===== src/irq_gate_consts.svh =====
`ifndef IRQ_GATE_CONSTS_SVH
`define IRQ_GATE_CONSTS_SVH

// register offsets
`define LOCAL_IRQ_MASK_OFS         16'h0504
`define LOCAL_IRQ_GLOBAL_ENABLE_OFS 16'h0508
`define HOST_IRQ_MASK_OFS          16'h050c
`define HOST_IRQ_GLOBAL_ENABLE_OFS 16'h0510

// reset values
`define MASK_RESET                 32'h0000_0000
`define ENABLE_RESET               1'h0

// implemented mask bits: 26:16, 9, 7:0
`define MASK_VALID_BITS            32'h07ff_02ff
`define GLOBAL_GATE_BIT            0
`define EXT_PENDING_BIT            25

`endif


===== src/irq_gate_pkg.sv =====
package irq_gate_pkg;

	typedef struct packed {
		logic        wr_en;
		logic        rd_en;
		logic [15:0] addr;
		logic [31:0] wdata;
	} reg_req_t;

	typedef struct packed {
		logic        local_irq;
		logic        host_irq;
	} irq_out_t;

endpackage


===== src/irq_mask_reduce.sv =====
`timescale 1ns/1ns
`include "irq_gate_consts.svh"

module irq_mask_reduce #(
	parameter int WIDTH = 32
) (
	// operands
	input  wire logic [WIDTH-1:0] status_vec,
	input  wire logic [WIDTH-1:0] mask_vec,
	input  wire logic             gate,
	// result
	output logic                  irq_level
);

	logic [WIDTH-1:0] hit;

	genvar i;
	generate
		for (i = 0; i < WIDTH; i = i + 1)
		begin : g_bit
			assign hit[i] = status_vec[i] & mask_vec[i];
		end
	endgenerate

	assign irq_level = gate & (|hit);

endmodule


===== src/pci_irq_mask_enable.sv =====
`timescale 1ns/1ns
`include "irq_gate_consts.svh"

// Operation
// - a status bit reaches the local interrupt only while its local mask bit is 1.
// - masks never set or clear any status bit; they only select contributors.
// - bit 0 of the local enable register gates the local interrupt globally.
// - an independent host mask over the same status vector drives the host interrupt.
// - bit 0 of the host enable register gates the host interrupt globally.
// - mask bits 7:0 cover local tx/rx events, bit 9 tx starvation, 8 and 15:10 reserved.
// - mask bits 26:16 cover pci tx/rx, rx starvation, ext pending, abort; 31:27 reserved.
// - every mask and enable bit clears to zero on reset, disabling both outputs.
// - the external pending status bit reads zero while in client mode.
module pci_irq_mask_enable #(
	parameter int WIDTH = 32
) (
	// clock and reset
	input  wire logic                   sys_clk,
	input  wire logic                   srst,
	// register access
	input  wire irq_gate_pkg::reg_req_t reg_req,
	output logic [WIDTH-1:0]            reg_rdata,
	// status source and mode
	input  wire logic [WIDTH-1:0]       interrupt_status_vector,
	input  wire logic                   host_mode,
	// interrupt indications
	output irq_gate_pkg::irq_out_t      irq_out
);

	logic [WIDTH-1:0]       local_mask_vector_r;
	logic [WIDTH-1:0]       local_mask_vector_nxt;
	logic                   local_global_gate_r;
	logic                   local_global_gate_nxt;
	logic [WIDTH-1:0]       host_mask_vector_r;
	logic [WIDTH-1:0]       host_mask_vector_nxt;
	logic                   host_global_gate_r;
	logic                   host_global_gate_nxt;
	logic [WIDTH-1:0]       rdata_r;
	logic [WIDTH-1:0]       rdata_nxt;
	irq_gate_pkg::irq_out_t irq_r;
	irq_gate_pkg::irq_out_t irq_nxt;
	logic [WIDTH-1:0]       status_eff;
	logic                   local_lvl;
	logic                   host_lvl;

	localparam logic [WIDTH-1:0] VALID = WIDTH'(`MASK_VALID_BITS);

	function automatic logic hit(input logic [15:0] a, input logic [15:0] ofs);
		hit = (a == ofs);
	endfunction

	// client mode forcing; status is only read, never written
	always_comb
	begin
		status_eff = interrupt_status_vector;
		if (!host_mode)
			status_eff[`EXT_PENDING_BIT] = 1'b0;
	end

	// register writes
	always_comb
	begin
		local_mask_vector_nxt = local_mask_vector_r;
		local_global_gate_nxt = local_global_gate_r;
		host_mask_vector_nxt  = host_mask_vector_r;
		host_global_gate_nxt  = host_global_gate_r;
		if (reg_req.wr_en)
		begin
			if (hit(reg_req.addr, `LOCAL_IRQ_MASK_OFS))
				local_mask_vector_nxt = reg_req.wdata[WIDTH-1:0] & VALID;
			if (hit(reg_req.addr, `LOCAL_IRQ_GLOBAL_ENABLE_OFS))
				local_global_gate_nxt = reg_req.wdata[`GLOBAL_GATE_BIT];
			if (hit(reg_req.addr, `HOST_IRQ_MASK_OFS))
				host_mask_vector_nxt = reg_req.wdata[WIDTH-1:0] & VALID;
			if (hit(reg_req.addr, `HOST_IRQ_GLOBAL_ENABLE_OFS))
				host_global_gate_nxt = reg_req.wdata[`GLOBAL_GATE_BIT];
		end
	end

	// read data, registered; unmapped reads return zero
	always_comb
	begin
		rdata_nxt = rdata_r;
		if (reg_req.rd_en)
		begin
			rdata_nxt = '0;
			if (hit(reg_req.addr, `LOCAL_IRQ_MASK_OFS))
				rdata_nxt = local_mask_vector_r;
			else if (hit(reg_req.addr, `LOCAL_IRQ_GLOBAL_ENABLE_OFS))
				rdata_nxt[0] = local_global_gate_r;
			else if (hit(reg_req.addr, `HOST_IRQ_MASK_OFS))
				rdata_nxt = host_mask_vector_r;
			else if (hit(reg_req.addr, `HOST_IRQ_GLOBAL_ENABLE_OFS))
				rdata_nxt[0] = host_global_gate_r;
		end
	end

	irq_mask_reduce #(
		.WIDTH      (WIDTH)
	) u_local (
		.status_vec (status_eff),
		.mask_vec   (local_mask_vector_r & VALID),
		.gate       (local_global_gate_r),
		.irq_level  (local_lvl)
	);

	irq_mask_reduce #(
		.WIDTH      (WIDTH)
	) u_host (
		.status_vec (status_eff),
		.mask_vec   (host_mask_vector_r & VALID),
		.gate       (host_global_gate_r),
		.irq_level  (host_lvl)
	);

	// outputs registered, one cycle behind status
	always_comb
	begin
		irq_nxt.local_irq = local_lvl;
		irq_nxt.host_irq  = host_lvl;
	end

	always_ff @(posedge sys_clk)
	begin
		if (srst)
		begin
			local_mask_vector_r <= WIDTH'(`MASK_RESET);
			local_global_gate_r <= `ENABLE_RESET;
			host_mask_vector_r  <= WIDTH'(`MASK_RESET);
			host_global_gate_r  <= `ENABLE_RESET;
			rdata_r             <= '0;
			irq_r               <= '0;
		end
		else
		begin
			local_mask_vector_r <= local_mask_vector_nxt;
			local_global_gate_r <= local_global_gate_nxt;
			host_mask_vector_r  <= host_mask_vector_nxt;
			host_global_gate_r  <= host_global_gate_nxt;
			rdata_r             <= rdata_nxt;
			irq_r               <= irq_nxt;
		end
	end

	assign reg_rdata = rdata_r;
	assign irq_out   = irq_r;

endmodule


===== config.mk =====
export PLATFORM = sky130hd
export DESIGN_NAME = pci_irq_mask_enable
export DESIGN_NICKNAME = d
export VERILOG_FILES = /design/src/irq_gate_pkg.sv /design/src/irq_mask_reduce.sv /design/src/pci_irq_mask_enable.sv
export VERILOG_INCLUDE_DIRS = /design/src /design/src/src
export SDC_FILE = /design/constraint.sdc
export NUM_CORES = 1
export LEC_CHECK = 0
export BUFFER_PORTS_ARGS = -buffer_cell sky130_fd_sc_hd__buf_2
export CORE_MARGIN = 2
export CORE_UTILIZATION = 35
export CTS_CLUSTER_SIZE = 28
export DETAILED_ROUTE_END_ITERATION = 12
export PLACE_DENSITY = 0.67
export SETUP_SLACK_MARGIN = 0.15
export SLEW_MARGIN = 20
export SYNTH_ARGS = -nofsm -noshare
export SYNTH_HDL_FRONTEND = slang
export SYNTH_HIERARCHICAL = 1
export SYNTH_SLANG_ARGS = --single-unit

===== constraint.sdc =====
create_clock -name sys_clk -period 3.8 [get_ports sys_clk]
set_clock_uncertainty 0.2 [all_clocks]
set_input_delay 1.14 -clock sys_clk [delete_from_list [all_inputs] [get_ports sys_clk]]
set_output_delay 1.14 -clock sys_clk [all_outputs]
set_load 0.02 [all_outputs]

# After elaboration in Yosys (flattened, before gate mapping)

Cells that the tools add are included.

Logic and storage cells: 66
Memories: 0
ROM bits: 0
Output and inout bits: 34
Bits in writable memories: 0
Bits of input ports: 85
Bits in registers: 76
Bits in latches: 0

Reductions and logical operators: 6
Bitwise logic cells: 42
Muxes and demuxes: 7
Shift-type cells: 0
$add $sub $neg: 0
Multipliers: 0
Div/mod/pow operators: 0
Order comparisons: 0
Equality and inequality tests: 4

Operator list:

| kind                                                   | count |
|---|---|
| equality test 16 x 11 -> 1 bit (second input constant) | 4 |
| AND 1 bit                                              | 42 |
| OR reduction 20 bit                                    | 2 |
| two-way mux 32 bit                                     | 1 |
| two-way mux 31 bit                                     | 1 |
| two-way mux 26 bit                                     | 1 |
| AND reduction 2 bit                                    | 4 |
| two-way mux 1 bit                                      | 4 |

# Depth between registers and ports, before layout

Depth in word-level cells: 5
Mapped depth: 6
Depth with buffers taken out: 5

# Hierarchy

Netlist, hierarchy kept.

Modules (own cells, without submodules):

| module              | times used | area an instance (um2) | sequential area each (um2) | cells an instance |
|---|---|---|---|---|
| pci_irq_mask_enable | 1          | 2879.0                 | 1281.2                     | 347 |
| irq_mask_reduce     | 2          | 161.4                  | 0.0                        | 21 |

# Worst setup path before layout

Ideal clock, no wire load.

Path kind: input port to flip-flop
Start point: input reg_req[47] (netlist name)
End point: register rdata_r[23] (netlist: reg_rdata[23])
Path buffers: 2
Stages on the path: 6
Slack: 1.344 ns
Data arrival time: 2.165 ns
Data required time: 3.509 ns
Setup time: 0.091 ns
Cells stage by stage: nor4_4 and3_1 buf_4 buf_6 nand3_1 a311oi_1

Cells in the longest elaborated chain, start to end: 4
Elaborated cells between the ends (all ways): 6
Those cells by class: 3 x eq/ne; 3 x mux

Ends and longest elaborated chain:

| what                           | line                       | text |
|---|---|---|
| start: declaration             | pci_irq_mask_enable.sv:21  | `input wire irq_gate_pkg::reg_req_t reg_req,` |
| equality test 16 x 11 -> 1 bit | pci_irq_mask_enable.sv:49  | `hit = (a == ofs);` |
| two-way mux 26 bit             | pci_irq_mask_enable.sv:91  | `` else if (hit(reg_req.addr, `HOST_IRQ_MASK_OFS)) `` |
| two-way mux 31 bit             | pci_irq_mask_enable.sv:89  | `` else if (hit(reg_req.addr, `LOCAL_IRQ_GLOBAL_ENABLE_OFS)) `` |
| two-way mux 32 bit *           | pci_irq_mask_enable.sv:87  | `` if (hit(reg_req.addr, `LOCAL_IRQ_MASK_OFS)) `` |
| end signal: assignment         | pci_irq_mask_enable.sv:140 | `rdata_r <= rdata_nxt;` |
| end: declaration               | pci_irq_mask_enable.sv:38  | `logic [WIDTH-1:0] rdata_r;` |

Mark *: on every way between the ends. The rest lies on a longest branch, timed or not.
A chain may end at the register's enable or synchronous reset.

# Final worst setup path

Start point: input reg_req[39] (netlist name)
End point: register rdata_r[25] (netlist: reg_rdata[25])

Same word-level chain as after synthesis.

==> metrics.txt <==
Worst Setup Start Kind=input pin; Root Driver=clkbuf_8; period utilization=67.2%; crit path cell chain=buf_2 > nor3_4 > and4b_1 > buf_4 > nand3_1 > a311oi_1; Post-Route Setup TNS=0 ps; # DRC=0; Clock Tree Buf Depth=2; Async SR Flop Fraction=0%; Max Clock Freq=0.392 GHz; Die Wd=99.6 um; Pwr Total=1.35 mW; Rows=34; detailed-route wire length per cell=16.5 um; Post-Route WL=9870 um; Critical Path RT=3840 ps; pwr/cell area=348 mW/mm2; Yosys cell types=32; max_cap viols=0; Area Overhead vs Synth=21.1%; dominant cell by count in the synthesized netlist=nand3_1; Worst Path Max Fanout=39; core area=0.00881 mm2; vias in the first global route=3,193; worst hold path class=reg2reg; first drt pass iteration count=5; # fillers=901; post-cts resize count=0; gr ovfl total=0; Die Footprint=0.00993 mm2; CTS tree=done; RSZ-0062 raised after global routing=false; post-synthesis area per instance=8.23 um2; Synth Register Bits=64; clock sinks=64; Synth Warn #=6; port bufs=94; Clock Latency Late Sink=330 ps; clock transition at the registers of the reported paths=60 ps; Pins Over Slew Limit=0; worst r2r src=host_mask_vector_r[19]$_SDFFE_PP0P_; register area share after synthesis=40.0%; register-to-register path setup slack=2070 ps; minimum clock period=2550 ps; top-area cell type share of the netlist area=40.0%; iteration-0 DRC count of the detailed router=277; critical path startpoint=reg_req[39]; Final ANT Viol Nets=0; CP arrival=2600 ps; Commonest cells post-synth=nand3_1 (81), dfxtp_1 (64), a21oi_1 (43); Final Setup Violations=0; synth top area cells=dfxtp_1 (40%), nand3_1 (13%), a22oi_1 (7.0%), a21oi_1 (6.7%), o21ai_0 (6.6%); Mapped Cells=389; Initial Util=36.4%; layout cells sized above 1=24.0%; first-pass GRT wire length=15,600 um; Syn Std Cell Area=0.00320 mm2; Leak Pwr=1.42 nW; H-tree levels=3; Hold Crit Start=reg_rdata[22]$_SDFFE_PP0P_; worst slew pin tran=773 ps; CP max-delay cell=buf_4; worst vdd ir=0.000134 V; via count=3,358; GRT Util Overall=19.9%; GPL Wtd Cong=0.812; IO Pins=119; Max-slew headroom=48.3%; largest net degree at the start of global routing=45; max incr delay on CP=390 ps; Post-synth EDFFs=0; Vias/cell=5.60; hpwl dp=6600 um; setup repair bufs after CTS=0; r2r worst-path depth=4; Setup CP Type=in2reg; Worst Setup EP=reg_rdata[25]$_SDFFE_PP0P_; outcome=completed; fin nets=572; RR Endpoint=irq_out[0]$_SDFF_PP0_; Most used DFF post-synth=dfxtp_1; Final Hold Viols=0; largest area contributor in the synthesized netlist=dfxtp_1; crit end category=flip-flop; hold_buf cts=0; CTS buffer count=9; Die Ht=99.6 um; initial antenna violation count=1
[kinds of logic after synthesis]
family	share of synthesized area [%]
DFF	40.0
AOI/OAI and AO/OA	27.3
other	0.117
and+or+nand+nor	23.8
buffers and inverters	8.83
[placed cells by master, fill, tap and decap left out, drive strengths merged, types with 6 or more instances in the layout]
master  Yosys  final
nand4      11     11
conb        1     36
buf        27    101
nand3      81     81
nor2b       6      6
a22oi      32     32
a311oi     19     19
a21oi      43     43
o21ai      42     42
clkbuf     22     15
nor2       20     20
dfxtp      64     64
[per-layer routing]
metal | wire length (um) | global-route usage (%) | vias to the layer above
li1 | - | - | 1627
met1 | 4240 | 25.6 | 1580
met2 | 4630 | 31.0 | 135
met3 | 733 | 5.20 | 16
met4 | 265 | 9.48 | 0
met5 | 0 | 0 | -
[metrics by stage]
step / std cells / setup WS [ps] / util, % / hold WS [ps] / instance area, um2
after detailed placement: 584 / 898 / 42.1 / 264 / 3710
after floorplan: 424 / 1340 / - / 259 / 3330
after global routing: 600 / 1080 / 44.0 / 307 / 3880
final: 600 / 1250 / 44.0 / 272 / 3880
after CTS: 599 / 1260 / 44.0 / 273 / 3870
after global placement: 584 / 942 / 42.1 / 265 / 3710
[cell type report]
class	count	area (um2)	share of cell area, %
tap	108	135	3.49
antenna	1	2.50	0.0645
clock buffer	15	166	4.29
timing repair buffer	101	523	13.5
multi-input combinational	311	1770	45.6
sequential	64	1280	33.0
[registers in the layout (all words and copies together) (netlist names)]
name and cells:
reg_rdata 20, host_mask_vector_r 20, local_mask_vector_r 20, host_global_gate_r 1, local_global_gate_r 1, irq_out 2
[power breakdown]
group          internal, mW  total (mW)  switching (mW)
clock                 0.270       0.514           0.244
combinational        0.0545       0.151          0.0965
sequential            0.680       0.685         0.00474
total                  1.01        1.35           0.345
[critical path: cells and delay by family]
kind                   cells  cell delay, ps
AOI/OAI and AO/OA          1             270
and+or+nand+nor            3             650
buffers and inverters      2             510
[how the worst min path moves through the flow]
stage | end | slack, ps | cells after the start
floorplan | host_global_gate_r$_SDFFE_PP0P_ | 260 | 2
global placement | reg_rdata[1]$_SDFFE_PP0P_ | 270 | 2
detailed placement | reg_rdata[22]$_SDFFE_PP0P_ | 260 | 2
CTS | reg_rdata[22]$_SDFFE_PP0P_ | 270 | 2
global route | host_mask_vector_r[24]$_SDFFE_PP0P_ | 310 | 2
finish | reg_rdata[22]$_SDFFE_PP0P_ | 270 | 2
No activity file was read; power rests on OpenSTA's default activity.
